[src/hdl/csw_cfg.svh]
/*
  Offsets, field positions, reset values and timing counts of the clock switch.
  Assumes inclusion by every design file that decodes registers or counts time.
*/
`ifndef CSW_CFG_SVH
`define CSW_CFG_SVH
`define CSW_REQ_OFS 8'h00
`define CSW_CUR_OFS 8'h04
`define CSW_CTL_OFS 8'h08
`define CSW_FLG_OFS 8'h0C
`define CSW_IEN_OFS 8'h10
`define CSW_HOLD_BIT 7
`define CSW_OSCILLATOR_READY_BIT 4
`define CSW_NSR_BIT 3
`define CSW_FCOND_BIT 0
`define CSW_SWIF_BIT 0
`define CSW_OFIF_BIT 1
`define CSW_SRC_EXT 3'h7
`define CSW_SRC_FAST 3'h6
`define CSW_SRC_SLOW 3'h5
`define CSW_SRC_SEC 3'h4
`define CSW_SRC_RSV_HI 3'h3
`define CSW_SRC_EXT_PLL 3'h2
`define CSW_SRC_FAST_PLL 3'h1
`define CSW_SRC_RSV_LO 3'h0
`define CSW_RST_SRC 3'h6
`define CSW_RST_DIV 4'h2
`define CSW_OST_CNT 11'h400
`define CSW_FS_MSB 5
`define CSW_CLK_NS 50
`define CSW_LOCK_NS 2000
`define CSW_LOCK_CYC ((`CSW_LOCK_NS) / (`CSW_CLK_NS))
`define CSW_GATE_CYC 2
`endif

[src/hdl/csw_pkg.sv]
/*
  Types of the clock switch: controller states, source and divider codes.
  Assumes nothing beyond a SystemVerilog compiler.
*/
package csw_pkg;
  typedef enum logic [2:0] {
    ST_IDLE = 3'h0,
    ST_WAIT = 3'h1,
    ST_READY = 3'h2,
    ST_GATE = 3'h3,
    ST_RELOCK = 3'h4,
    ST_SLEEP = 3'h5
  } csw_state_t;
  typedef logic [2:0] csw_src_t;
  typedef logic [3:0] csw_div_t;
endpackage

[src/hdl/csw_osc_if.sv]
/*
  Carrier between the switch controller, the start-up timer and the monitor.
  Assumes all three sit on clk_sys.
*/
`timescale 1ns/1ps
interface csw_osc_if;
  logic ostRestart;
  logic ostDone;
  logic monEnable;
  logic monSec;
  logic failPulse;
  modport ctl(output ostRestart, output monEnable, output monSec,
    input ostDone, input failPulse);
  modport startup_timer(input ostRestart, output ostDone);
  modport mon(input monEnable, input monSec, output failPulse);
endinterface

[src/hdl/csw_clock_switch.sv]
/*
  Clock switch controller with APB registers, start-up timer and fail monitor.
  Assumes oscillator ready and lock levels and the clock pins are asynchronous;
  sleep, wake and doze come from logic on clk_sys.
*/
//
// Behaviour
// - Keep running on present clock until requested source reports ready.
// - Divider-only change or already-running source counts as ready at once.
// - On ready, set new-source-ready and switch interrupt flag.
// - Raise switch interrupt when its flag sets and its enable is one.
// - With hold clear, switch as soon as new-source-ready sets.
// - With hold set, wait; software clears hold or copies current to abandon.
// - Under doze the pending switch completes on the next clock cycle.
// - Divider-only change uses the same handshake; completes only with hold zero.
// - Current fields keep old values until switch; then ready sets, new-ready clears.
// - PLL input follows request when PLL requested from a non-PLL source or while relocking, otherwise current source.
// - PLL input change: run on current, then halt while PLL relocks.
// - PLL not locking after input change triggers the fail-safe response.
// - Sleep before switch completes cancels the switch and enters sleep.
// - Wake with hold clear resumes on new clock and sets switch flag.
// - Wake with hold set resumes on old clock and requests again.
// - Fail monitor runs only when enabled, on all external sources.
// - Sample clock is the slow internal oscillator divided by 64.
// - Latch set by external fall, cleared by sample rise; fail on silent half.
// - On failure fall back to fast internal 1 MHz and set fail flag.
// - Stay on internal clock after fallback until software writes a new request.
// - Fail condition clears on reset, sleep, or a changing request write.
// - Switching to ext or ext PLL restarts start-up timer; monitor waits for it again.
// - Start-up timer counts 1024 oscillator cycles after reset or wake.
// - Source codes: 7 ext, 6 fast, 5 slow, 4 sec, 2 ext PLL, 1 fast PLL.
// - Request write with reserved source code is discarded entirely.
`timescale 1ns/1ps
`include "csw_cfg.svh"
module csw_clock_switch (
  input logic clk_sys,
  input logic rstn,
  input logic [7:0] paddr,
  input logic psel,
  input logic penable,
  input logic pwrite,
  input logic [31:0] pwdata,
  output logic [31:0] prdata,
  output logic pready,
  output logic pslverr,
  input logic external_osc,
  input logic secOsc,
  input logic slowOsc,
  input logic fastReady,
  input logic secReady,
  input logic pllLock,
  input logic failsafeEnable,
  input logic dozeActive,
  input logic sleepEnter,
  input logic wakeUp,
  output csw_pkg::csw_src_t sysSource,
  output csw_pkg::csw_div_t sysDivider,
  output logic clkGateEn,
  output logic cpuHalt,
  output logic pllInputExt,
  output logic sleeping,
  output logic switchIrq,
  output logic failIrq
);
  import csw_pkg::*;
  csw_state_t state;
  csw_src_t reqSrc, curSrc, tgtSrc;
  csw_div_t reqDiv, curDiv, tgtDiv;
  logic hold, oscReady, newReady, swFlag, failFlag, swEn, failEn;
  logic failCond, failSwitch;
  logic [1:0] gateCnt;
  logic [7:0] lockCnt;
  wire [2:0] stat;
  logic [2:0] statPin;
  logic srcRdy, newRdy, pending, pllInChg;
  logic apbAcc, apbWr, reqWr, reqChg;
  logic waitHit, wakeCommit, swSet, lockFail, failGo;
  logic [7:0] rd8;

  csw_osc_if osc();

  csw_startup_timer u_ost (
    .clk_sys(clk_sys),
    .rstn(rstn),
    .external_osc(external_osc),
    .osc(osc.startup_timer)
  );

  csw_fail_detect u_mon (
    .clk_sys(clk_sys),
    .rstn(rstn),
    .external_osc(external_osc),
    .secOsc(secOsc),
    .slowOsc(slowOsc),
    .osc(osc.mon)
  );

  //****************************************
  // decoding
  //****************************************
  function automatic logic isPll(input csw_src_t s);
    return s == `CSW_SRC_EXT_PLL || s == `CSW_SRC_FAST_PLL;
  endfunction

  function automatic logic isExt(input csw_src_t s);
    return s == `CSW_SRC_EXT || s == `CSW_SRC_EXT_PLL || s == `CSW_SRC_SEC;
  endfunction

  function automatic logic isRsv(input csw_src_t s);
    return s == `CSW_SRC_RSV_HI || s == `CSW_SRC_RSV_LO;
  endfunction

  function automatic logic mapped(input logic [7:0] a);
    return a == `CSW_REQ_OFS || a == `CSW_CUR_OFS || a == `CSW_CTL_OFS ||
      a == `CSW_FLG_OFS || a == `CSW_IEN_OFS;
  endfunction

  //****************************************
  // status synchronisers
  //****************************************
  assign statPin = {pllLock, secReady, fastReady};

  genvar gi;
  generate
    for (gi = 0; gi < 3; gi++)
    begin : g_sync
      logic s1, s2, s3, lvl;
      always_ff @(posedge clk_sys)
      begin
        s1 <= statPin[gi];
        s2 <= s1;
        s3 <= s2;
      end
      always_ff @(posedge clk_sys)
      begin
        if (!rstn)
          lvl <= 1'h0;
        else if (s2 == s3)
          lvl <= s2;
      end
      assign stat[gi] = lvl;
    end
  endgenerate

  //****************************************
  // readiness and switch events
  //****************************************
  always_comb
  begin
    case (reqSrc)
      `CSW_SRC_EXT: srcRdy = osc.ostDone;
      `CSW_SRC_EXT_PLL: srcRdy = osc.ostDone && (pllInChg || stat[2]);
      `CSW_SRC_FAST: srcRdy = stat[0];
      `CSW_SRC_FAST_PLL: srcRdy = stat[0] && (pllInChg || stat[2]);
      `CSW_SRC_SLOW: srcRdy = 1'h1;
      `CSW_SRC_SEC: srcRdy = stat[1];
      default: srcRdy = 1'h0;
    endcase
  end

  assign newRdy = srcRdy || reqSrc == curSrc;
  assign pending = {reqSrc, reqDiv} != {curSrc, curDiv};
  assign pllInChg = isPll(reqSrc) && isPll(curSrc) && reqSrc != curSrc;
  assign waitHit = state == ST_WAIT && pending && newRdy;
  assign wakeCommit = state == ST_SLEEP && wakeUp && pending && !hold;
  // sleep or fallback in the same cycle means no switch, so no flag
  assign swSet = !sleepEnter && !failGo && (waitHit || wakeCommit);
  assign lockFail = state == ST_RELOCK && !stat[2] &&
    lockCnt == 8'(`CSW_LOCK_CYC - 1);
  assign failGo = !sleepEnter && (osc.failPulse || lockFail);

  //****************************************
  // APB slave
  //****************************************
  assign apbAcc = psel && penable;
  assign apbWr = apbAcc && pwrite;
  assign pready = 1'h1;
  assign pslverr = apbAcc && !mapped(paddr);
  assign reqWr = apbWr && paddr == `CSW_REQ_OFS && !isRsv(pwdata[6:4]);
  assign reqChg = reqWr && pwdata[6:0] != {reqSrc, reqDiv};

  always_comb
  begin
    rd8 = 8'h00;
    case (paddr)
      `CSW_REQ_OFS: rd8 = {1'h0, reqSrc, reqDiv};
      `CSW_CUR_OFS: rd8 = {1'h0, curSrc, curDiv};
      `CSW_CTL_OFS:
      begin
        rd8[`CSW_HOLD_BIT] = hold;
        rd8[`CSW_OSCILLATOR_READY_BIT] = oscReady;
        rd8[`CSW_NSR_BIT] = newReady;
        rd8[`CSW_FCOND_BIT] = failCond;
      end
      `CSW_FLG_OFS:
      begin
        rd8[`CSW_SWIF_BIT] = swFlag;
        rd8[`CSW_OFIF_BIT] = failFlag;
      end
      `CSW_IEN_OFS:
      begin
        rd8[`CSW_SWIF_BIT] = swEn;
        rd8[`CSW_OFIF_BIT] = failEn;
      end
      default: rd8 = 8'h00;
    endcase
  end

  // read data captured in the setup cycle, valid through the access phase
  always_ff @(posedge clk_sys)
  begin
    if (!rstn)
      prdata <= 32'h0000_0000;
    else if (psel && !penable)
      prdata <= {24'h00_0000, rd8};
  end

  //****************************************
  // request, hold and enables
  //****************************************
  always_ff @(posedge clk_sys)
  begin
    if (!rstn)
    begin
      reqSrc <= `CSW_RST_SRC;
      reqDiv <= `CSW_RST_DIV;
    end
    else if (failGo)
    begin
      reqSrc <= `CSW_SRC_FAST;
      reqDiv <= `CSW_RST_DIV;
    end
    else if (reqWr)
    begin
      reqSrc <= pwdata[6:4];
      reqDiv <= pwdata[3:0];
    end
  end

  always_ff @(posedge clk_sys)
  begin
    if (!rstn)
    begin
      hold <= 1'h0;
      swEn <= 1'h0;
      failEn <= 1'h0;
    end
    else if (apbWr && paddr == `CSW_CTL_OFS)
      hold <= pwdata[`CSW_HOLD_BIT];
    else if (apbWr && paddr == `CSW_IEN_OFS)
    begin
      swEn <= pwdata[`CSW_SWIF_BIT];
      failEn <= pwdata[`CSW_OFIF_BIT];
    end
  end

  //****************************************
  // flags, write one to clear, set wins
  //****************************************
  always_ff @(posedge clk_sys)
  begin
    if (!rstn)
    begin
      swFlag <= 1'h0;
      failFlag <= 1'h0;
    end
    else
    begin
      if (swSet)
        swFlag <= 1'h1;
      else if (apbWr && paddr == `CSW_FLG_OFS && pwdata[`CSW_SWIF_BIT])
        swFlag <= 1'h0;
      if (failGo)
        failFlag <= 1'h1;
      else if (apbWr && paddr == `CSW_FLG_OFS && pwdata[`CSW_OFIF_BIT])
        failFlag <= 1'h0;
    end
  end

  assign switchIrq = swFlag && swEn;
  assign failIrq = failFlag && failEn;

  always_ff @(posedge clk_sys)
  begin
    if (!rstn)
      failCond <= 1'h0;
    else if (failGo)
      failCond <= 1'h1;
    else if (sleepEnter || reqChg)
      failCond <= 1'h0;
  end

  //****************************************
  // switch sequencer
  //****************************************
  always_ff @(posedge clk_sys)
  begin
    if (!rstn)
    begin
      state <= ST_IDLE;
      curSrc <= `CSW_RST_SRC;
      curDiv <= `CSW_RST_DIV;
      tgtSrc <= `CSW_RST_SRC;
      tgtDiv <= `CSW_RST_DIV;
      newReady <= 1'h0;
      oscReady <= 1'h1;
      gateCnt <= 2'h0;
      lockCnt <= 8'h00;
      failSwitch <= 1'h0;
    end
    else if (sleepEnter)
    begin
      state <= ST_SLEEP;
      newReady <= 1'h0;
    end
    else if (failGo)
    begin
      tgtSrc <= `CSW_SRC_FAST;
      tgtDiv <= `CSW_RST_DIV;
      failSwitch <= 1'h1;
      newReady <= 1'h0;
      gateCnt <= 2'h0;
      state <= ST_GATE;
    end
    else
    begin
      case (state)
        ST_IDLE:
          if (pending)
          begin
            oscReady <= 1'h0;
            state <= ST_WAIT;
          end
        ST_WAIT:
          if (!pending)
          begin
            oscReady <= 1'h1;
            state <= ST_IDLE;
          end
          else if (newRdy)
          begin
            newReady <= 1'h1;
            tgtSrc <= reqSrc;
            tgtDiv <= reqDiv;
            gateCnt <= 2'h0;
            lockCnt <= 8'h00;
            if (hold)
              state <= ST_READY;
            else
              state <= pllInChg ? ST_RELOCK : ST_GATE;
          end
        ST_READY:
          if (!pending)
          begin
            newReady <= 1'h0;
            oscReady <= 1'h1;
            state <= ST_IDLE;
          end
          else if ({reqSrc, reqDiv} != {tgtSrc, tgtDiv})
          begin
            newReady <= 1'h0;
            state <= ST_WAIT;
          end
          else if (!hold)
            state <= pllInChg ? ST_RELOCK : ST_GATE;
        ST_RELOCK:
          if (stat[2] && lockCnt >= 8'(`CSW_GATE_CYC))
          begin
            gateCnt <= 2'h0;
            state <= ST_GATE;
          end
          else
            lockCnt <= lockCnt + 8'h01;
        ST_GATE:
          // doze does not wait for the core, only for the gate
          if (dozeActive || gateCnt == 2'(`CSW_GATE_CYC - 1))
          begin
            curSrc <= tgtSrc;
            curDiv <= tgtDiv;
            oscReady <= 1'h1;
            newReady <= 1'h0;
            failSwitch <= 1'h0;
            state <= ST_IDLE;
          end
          else
            gateCnt <= gateCnt + 2'h1;
        ST_SLEEP:
          if (wakeUp)
          begin
            if (wakeCommit)
            begin
              curSrc <= reqSrc;
              curDiv <= reqDiv;
              oscReady <= 1'h1;
              state <= ST_IDLE;
            end
            else if (pending)
              state <= ST_WAIT;
            else
              state <= ST_IDLE;
          end
        default:
          state <= ST_IDLE;
      endcase
    end
  end

  //****************************************
  // clock tree controls
  //****************************************
  always_ff @(posedge clk_sys)
  begin
    if (!rstn)
      pllInputExt <= 1'h0;
    else if (isPll(reqSrc) && (state == ST_RELOCK || (pending && !isPll(curSrc))))
      pllInputExt <= reqSrc == `CSW_SRC_EXT_PLL;
    else
      pllInputExt <= curSrc == `CSW_SRC_EXT_PLL;
  end

  // gate held low around the select change so no runt pulse escapes
  assign clkGateEn = state != ST_GATE;
  assign cpuHalt = state == ST_RELOCK;
  assign sleeping = state == ST_SLEEP;
  assign sysSource = curSrc;
  assign sysDivider = curDiv;
  assign osc.ostRestart = (state == ST_IDLE && pending && reqSrc != curSrc &&
    (reqSrc == `CSW_SRC_EXT || reqSrc == `CSW_SRC_EXT_PLL)) ||
    (state == ST_SLEEP && wakeUp);
  assign osc.monEnable = failsafeEnable && isExt(curSrc) && state != ST_SLEEP &&
    (curSrc == `CSW_SRC_SEC || osc.ostDone);
  assign osc.monSec = curSrc == `CSW_SRC_SEC;
endmodule // csw_clock_switch

[src/hdl/csw_startup_timer.sv]
/*
  Start-up timer: counts external oscillator periods after a restart.
  Assumes external_osc is an asynchronous pin far slower than clk_sys.
*/
`timescale 1ns/1ps
`include "csw_cfg.svh"
module csw_startup_timer (
  input logic clk_sys,
  input logic rstn,
  input logic external_osc,
  csw_osc_if.startup_timer osc
);
  import csw_pkg::*;
  logic [2:0] sync;
  logic lvl;
  logic [10:0] cnt;
  logic fall;

  assign fall = lvl && !sync[1] && !sync[2];
  assign osc.ostDone = (cnt == `CSW_OST_CNT);

  always_ff @(posedge clk_sys)
  begin
    sync <= {sync[1:0], external_osc};
  end

  always_ff @(posedge clk_sys)
  begin
    if (!rstn)
      lvl <= 1'h0; // low, so a pin idling low gives no false fall
    else if (sync[1] == sync[2])
      lvl <= sync[1];
  end

  // reset doubles as power-on restart
  always_ff @(posedge clk_sys)
  begin
    if (!rstn || osc.ostRestart)
      cnt <= 11'h000;
    else if (fall && cnt != `CSW_OST_CNT)
      cnt <= cnt + 11'h001;
  end
endmodule // csw_startup_timer

[src/hdl/csw_fail_detect.sv]
/*
  Fail detector: latch set by monitored clock falls, cleared by sample clock.
  Assumes external_osc, secOsc and slowOsc are asynchronous pins.
*/
`timescale 1ns/1ps
`include "csw_cfg.svh"
module csw_fail_detect (
  input logic clk_sys,
  input logic rstn,
  input logic external_osc,
  input logic secOsc,
  input logic slowOsc,
  csw_osc_if.mon osc
);
  import csw_pkg::*;
  logic [2:0] monS;
  logic [2:0] slowS;
  logic monLvl, slowLvl, sampPrev, failLatch;
  logic monFall, slowRise, sampRise, sampFall;
  logic [5:0] divCnt;

  assign monFall = monLvl && !monS[1] && !monS[2];
  assign slowRise = !slowLvl && slowS[1] && slowS[2];
  assign sampRise = divCnt[`CSW_FS_MSB] && !sampPrev;
  assign sampFall = !divCnt[`CSW_FS_MSB] && sampPrev;

  always_ff @(posedge clk_sys)
  begin
    monS <= {monS[1:0], osc.monSec ? secOsc : external_osc};
    slowS <= {slowS[1:0], slowOsc};
  end

  always_ff @(posedge clk_sys)
  begin
    if (!rstn)
    begin
      monLvl <= 1'h0;
      slowLvl <= 1'h0;
    end
    else
    begin
      if (monS[1] == monS[2])
        monLvl <= monS[1];
      if (slowS[1] == slowS[2])
        slowLvl <= slowS[1];
    end
  end

  // sample clock is the top bit of a 64-step count
  always_ff @(posedge clk_sys)
  begin
    if (!rstn)
    begin
      divCnt <= 6'h00;
      sampPrev <= 1'h0;
    end
    else
    begin
      if (slowRise)
        divCnt <= divCnt + 6'h01;
      sampPrev <= divCnt[`CSW_FS_MSB];
    end
  end

  // held set while idle so the first check spans a whole half period
  always_ff @(posedge clk_sys)
  begin
    if (!rstn || !osc.monEnable)
      failLatch <= 1'h1;
    else if (monFall)
      failLatch <= 1'h1;
    else if (sampRise)
      failLatch <= 1'h0;
  end

  always_ff @(posedge clk_sys)
  begin
    if (!rstn)
      osc.failPulse <= 1'h0;
    else
      osc.failPulse <= osc.monEnable && sampFall && !failLatch && !monFall;
  end
endmodule // csw_fail_detect

[config.mk]
export PLATFORM = sky130hd
export DESIGN_NAME = csw_clock_switch
export DESIGN_NICKNAME = d
export VERILOG_FILES = /design/src/hdl/csw_pkg.sv /design/src/hdl/csw_osc_if.sv /design/src/hdl/csw_clock_switch.sv /design/src/hdl/csw_startup_timer.sv /design/src/hdl/csw_fail_detect.sv
export VERILOG_INCLUDE_DIRS = /design/src /design/src/hdl
export SDC_FILE = /design/constraint.sdc
export NUM_CORES = 1
export LEC_CHECK = 0
export BUFFER_PORTS_ARGS = -buffer_cell sky130_fd_sc_hd__clkbuf_2
export CORE_ASPECT_RATIO = 1.25
export CORE_MARGIN = 2
export CORE_UTILIZATION = 45
export CTS_CLUSTER_DIAMETER = 40
export DETAILED_ROUTE_END_ITERATION = 10
export PLACE_DENSITY = 0.73
export SYNTH_ARGS = -nofsm -noshare
export SYNTH_HDL_FRONTEND = slang
export SYNTH_HIERARCHICAL = 1
export SYNTH_SLANG_ARGS = --single-unit
[constraint.sdc]
create_clock -name clk_sys -period 2.1 [get_ports clk_sys]
set_input_delay 0 -clock clk_sys [delete_from_list [all_inputs] [get_ports clk_sys]]
set_output_delay 0 -clock clk_sys [all_outputs]
set_load 0.05 [all_outputs]
==> results.cfg, run 1 <==
[synthesis]
syn_area_mm2 = 0.00505
avgSynthCellArea_um2 = 8.63
synth_top_area_share_pct = 37.6
synth-async-reset-ratio_pct = 0
synthMostInstantiatedCell = dfxtp_1
yosys.area.top_type = dfxtp_1
synth.area.top_cells = dfxtp_1 (38%), buf_4 (4.5%), nand2_1 (3.8%), a21oi_1 (3.6%), mux2i_1 (3.6%)
ys_types = 77
ys_seq_area_share_pct = 37.6
synth_common_cells = dfxtp_1 (95), nand2_1 (51), nor2_1 (43)
syn_inst = 586
synth_edf_count = 0
ys_ff_latch = 95
synth_flop_cell = dfxtp_1
yosysWarnings = 6

[sta]
final-max-slew-violation-count = 0
holdWs_ns = 0.00679
worst_pin_slew_ns = 0.527
rsz0062_at_grt = yes
min_period_ns = 2.23
clock_skew_ns = 0.00649
finalSetupViolations = 15
finalHoldViolations = 0
finalCritPeriodShare_pct = 106
fin_tns_setup_ns = -0.892
max_freq_mhz = 448
final.setup.worst_slack_ns = -0.130
slew_headroom_pct = 64.8

[global_routing]
grt_pass1_vias = 4568
grt_max_degree = 30
grt.total_usage_pct = 22.2
grt_pass1_wl_um = 21600
overflow = 0
antenna_found_initial = 0

[power_and_ir_drop]
p_leak_nw = 2.64
power_density_mw_per_mm2 = 667
fin_total_pwr_mw = 4.29
peakVddDrop_uv = 592

[cts]
cts-htree-levels = 3
numCtsBuffers = 9
clkLatencyLatePin_ns = 0.35
cts.reportedPaths.clkPinSlew_ns = 0.07
cts_buffer_depth = 2
cts.sinks = 95
clockRootBuffer = clkbuf_16
cts_tree = yes

[floorplanning]
die-area_mm2 = 0.0121
fp.dieH_um = 122
start_util_pct = 45.8
pin_count = 102
die_w_um = 98.8
core_area_mm2 = 0.0110
fp-row-count = 43

[critical_path]
crit_fanout = 5
path_class = flip-flop to flip-flop
end_kind = flip-flop
slowest_stage = dfxtp_2
cp.required_ns = 2.33
crit_path_cell_trace = nor4b_4 -> and3_4 -> a31oi_4 -> o211a_4 -> o31a_1 -> buf_4 -> o41ai_2 -> a21oi_1
r2r_cells = 8
worstPathArrival_ns = 2.46
startpoint_type = flip-flop
slowest_delay_ns = 0.34

[routing]
wl_per_cell_um = 15.7
dr_total_vias = 4732
detail_route.iter0.violations = 219
wl_um = 13300
drc_errors = 0
antenna_left = 0
dr.pass1.iters = 5
viasPerCell = 5.59

[final_layout]
area_growth_pct = 27.3
fin_cells = 846
num_antenna_cells = 0
drive_gt1_share_pct = 29.8
layout.nets = 767

[worst_hold_path]
hold_path.class = input port to flip-flop
whs_path_depth = 4

[place]
gp_congestion = 0.909
place_inst = 809
dp_hpwl_um = 9690
portBuffers = 52

[status]
violations = negative setup slack
outcome = finished, violations left

[job]
max_cap_viol_count = 0
==> cells in the final DEF, fill, tap and decap left out, types with 3 or more instances in the layout <==
cell | netlist | final
a2111o_1 | 4 | 4
a211oi_1 | 4 | 4
a21boi_0 | 5 | 5
a21oi_1 | 36 | 33
a31oi_1 | 7 | 5
a32oi_1 | 4 | 3
and2_1 | 7 | 7
and3_1 | 5 | 4
buf_4 | 30 | 75
clkbuf_16 | 0 | 9
clkbuf_2 | 0 | 52
conb_1 | 2 | 25
dfxtp_1 | 95 | 82
dfxtp_2 | 0 | 12
dlygate4sd3_1 | 0 | 15
ha_1 | 6 | 5
inv_1 | 15 | 15
mux2_2 | 9 | 9
mux2i_1 | 18 | 18
nand2_1 | 51 | 49
nand2_2 | 1 | 3
nand2b_1 | 11 | 10
nand3_1 | 27 | 26
nand4_1 | 13 | 13
nor2_1 | 43 | 43
nor2b_1 | 5 | 4
nor3_1 | 12 | 9
nor3_2 | 0 | 3
nor4_1 | 7 | 6
nor4bb_1 | 3 | 3
o211ai_1 | 8 | 8
o21ai_0 | 23 | 22
o31ai_1 | 6 | 6
or2_4 | 1 | 3
or3_1 | 4 | 3
or4_1 | 5 | 5
xnor2_1 | 17 | 17
xor2_1 | 15 | 15
==> routing by layer <==
metal / routed length, µm / up-vias / share of wire [%] / global-route usage [%]
met5: 0 / - / 0 / 0
met2: 6780 / 152 / 51 / 39.3
met4: 462 / 0 / 3.5 / 11.3
li1: - / 2296 / - / -
met3: 689 / 40 / 5.2 / 4.56
met1: 5340 / 2244 / 40 / 25.1
==> worst max-delay path, delay by kind of cell, from the launching register on <==
| family | cells | cell delay (ns) |
|---|---|---|
| flops | 1 | 0.34 |
| simple gates | 2 | 0.54 |
| compound gates | 5 | 1.07 |
| buf+inv | 1 | 0.16 |
==> logic make-up (layout without fill, tap and decap cells) <==
kind of cell    count (synthesis)  count (layout)  synth area share (%)
mux                            28              28                  6.01
flops                          95              95                  37.6
compound gates                127             127                  17.0
buf+inv                        76             178                  8.86
other cells                     2              25                 0.149
fa+ha+maj                       6               6                  1.49
xor+xnor                       33              33                  5.87
simple gates                  219             219                  23.0
==> what timing repair did <==
action	4_1_cts	5_1_grt
hold buffers	15	0
resized for setup	21	19
gates cloned	1	0
setup endpoints to repair	22	30
hold endpoints to repair	17	0
setup buffers	5	1
pin swaps	3	3
==> state kept, by name, summed over array words and instances (netlist names), 2 cells and up <==
signal	cells
u_ost/cnt	11
lockCnt	8
prdata	8
u_mon/divCnt	6
reqDiv	4
sysDivider	4
tgtDiv	4
g_sync.lvl	3
g_sync.s1	3
g_sync.s2	3
g_sync.s3	3
reqSrc	3
state	3
sysSource	3
tgtSrc	3
u_mon/monS	3
u_mon/slowS	3
u_ost/sync	3
gateCnt	2
==> final timing paths <==
path,from,end,slack [ns]
worst min-delay path,paddr[1],prdata[4]$_SDFFE_PN0P_,0.007
worst max register to register,u_ost/cnt[7]$_SDFFE_PP0P_,lockCnt[5]$_SDFFE_PN0P_,-0.13
worst min register to register,u_mon/slowS[0]$_DFF_P_,u_mon/slowS[1]$_DFF_P_,0.33
worst max-delay path,u_ost/cnt[7]$_SDFFE_PP0P_,lockCnt[5]$_SDFFE_PN0P_,-0.13
==> stage by stage <==
stage | util (%) | worst slack (ns) | cell area, µm²
5_1_grt | 58.3 | -0.232 | 6430
3_3_place_gp | 52.3 | -0.0970 | 5770
4_1_cts | 57.5 | -0.102 | 6350
3_5_place_dp | 52.3 | -0.174 | 5770
6_report | 58.3 | -0.130 | 6430
2_1_floorplan | - | -0.0841 | 5190
==> power by group <==
group / internal [mW] / leakage (nW) / switching, mW
registers: 1.85 / 0.778 / 0.0375
clock network: 0.843 / 0.147 / 0.779
logic: 0.300 / 1.72 / 0.479
total: 2.99 / 2.64 / 1.30
==> layout make-up <==
type / instances / area [µm²]
clock buffers: 9 / 225
clock inverters: 7 / 73.8
fillers: 950 / 4600
inverters: 17 / 63.8
multi-input cells: 438 / 2980
flip-flops and latches: 95 / 1920
well taps: 135 / 169
repair buffers: 145 / 1000
Power figures use the tool's default switching activity.
==> run 2: changes to the inputs <==
- CORE_ASPECT_RATIO: 1.25 -> unset
==> results.cfg, run 2 (synthesized netlist as in run 1, its figures left out) <==
[floorplanning]
fp.dieH_um = 110
start_util_pct = 46.4
pin_count = 102
core_area_mm2 = 0.0109
fp-row-count = 38
die_w_um = 110
die-area_mm2 = 0.0121

[cts]
cts_tree = yes
clockRootBuffer = clkbuf_8
cts_buffer_depth = 2
cts.sinks = 95
numCtsBuffers = 9
clkLatencyLatePin_ns = 0.39
cts.reportedPaths.clkPinSlew_ns = 0.11
cts-htree-levels = 3

[global_routing]
grt_pass1_wl_um = 22100
grt_max_degree = 25
grt.total_usage_pct = 23.4
antenna_found_initial = 0
overflow = 0
grt_pass1_vias = 4528

[worst_hold_path]
hold_path.class = input port to flip-flop

[sta]
finalSetupViolations = 12
min_period_ns = 2.27
worst_pin_slew_ns = 0.510
slew_headroom_pct = 65.7
max_freq_mhz = 440
rsz0062_at_grt = yes
finalHoldViolations = 0
holdWs_ns = 0.0251
clock_skew_ns = 0.0119
final.setup.worst_slack_ns = -0.171
final-max-slew-violation-count = 0
finalCritPeriodShare_pct = 108

[final_layout]
area_growth_pct = 28.3
fin_cells = 857
num_antenna_cells = 0
regMostFlops = u_ost/cnt
layout.nets = 773
final_util_pct = 59.5
drive_gt1_share_pct = 31.9
top_regs = u_ost/cnt: 11 flops, lockCnt: 8 flops, prdata: 8 flops
layout_commonest_cell = dfxtp_1
largest_reg_flops = 11
final_cell_mix = dfxtp_1 (81), buf_4 (77), clkbuf_2 (52), nand2_1 (49), nor2_1 (42)

[critical_path]
crit_path_cell_trace = nor4b_4 -> and3_4 -> a31oi_4 -> o211a_1 -> o31a_1 -> buf_4 -> or3_1 -> a21oi_2
path_class = flip-flop to flip-flop
crit_family = simple AND/OR/NAND/NOR gates
crit_fanout = 4
startpoint_type = flip-flop
end_kind = flip-flop
cp.required_ns = 2.43
slowest_stage = dfxtp_2
crit_buf_inv = 1
slowest_delay_ns = 0.35
worstPathArrival_ns = 2.60

[routing]
wl_um = 14100
antenna_left = 0
viasPerCell = 5.61
wl_per_cell_um = 16.4
drc_errors = 0
dr_total_vias = 4804
dr.pass1.iters = 5
detail_route.iter0.violations = 328

[job]
max_cap_viol_count = 0

[status]
violations = negative setup slack
outcome = finished, violations left

[power_and_ir_drop]
power_density_mw_per_mm2 = 605
fin_total_pwr_mw = 3.92
p_leak_nw = 2.68
peakVddDrop_uv = 534

[place]
portBuffers = 52
gp_congestion = 0.884
dp_hpwl_um = 9800
place_inst = 817
post-place-ws_ns = -0.203
## run 2: through the flow
stage	TNS (ns)	instance area, µm²
4_1_cts	-1.15	6360
6_report	-1.32	6480
3_5_place_dp	-1.68	5800
2_1_floorplan	-0.171	5190
5_1_grt	-2.37	6480
3_3_place_gp	-0.641	5800
## run 2: layout make-up
cell class              count  area (µm²)
clock buffers               9         124
clock inverters             7        77.6
fillers                   889        4400
inverters                  17        63.8
multi-input cells         438        3060
flip-flops and latches     95        1920
well taps                 140         175
repair buffers            151        1060
## run 2: per-layer routing
metal	GRT usage, %	routed length, µm	vias to the layer above
met5	0	0	-
li1	-	-	2316
met2	39.0	6820	179
met1	30.4	6130	2279
met4	8.86	321	0
met3	3.88	797	30
## run 2: worst paths after layout
path	from	to	slack, ns	cells after the start
worst max-delay path	u_ost/cnt[7]$_SDFFE_PP0P_	lockCnt[0]$_SDFFE_PN0P_	-0.17	8
worst min-delay path	penable	prdata[5]$_SDFFE_PN0P_	0.03	4
worst max register to register	u_ost/cnt[7]$_SDFFE_PP0P_	lockCnt[0]$_SDFFE_PN0P_	-0.17	8
worst min register to register	u_mon/slowS[0]$_DFF_P_	u_mon/slowS[1]$_DFF_P_	0.34	0
## run 2: repair_timing
| action | in CTS | in global routing |
|---|---|---|
| endpoints found under the setup margin | 18 | 31 |
| endpoints found under the hold margin | 26 | 0 |
| pin swaps | 12 | 9 |
| gates resized for setup | 28 | 35 |
| hold buffers | 17 | 0 |
| setup buffers | 6 | 0 |
| cloned | 2 | 0 |
## run 2: tightest hold or removal path, cell delays in order
cell	delay [ns]
clkbuf_2	0.11
nor2b_1	0.12
nand3_1	0.09
a21oi_1	0.06
## run 2: where the power goes
group          internal, mW  total (mW)  switching (mW)  leakage, nW
Sequential             1.85        1.89          0.0349        0.778
Clock                 0.477        1.25           0.768        0.100
Combinational         0.303       0.793           0.490         1.80
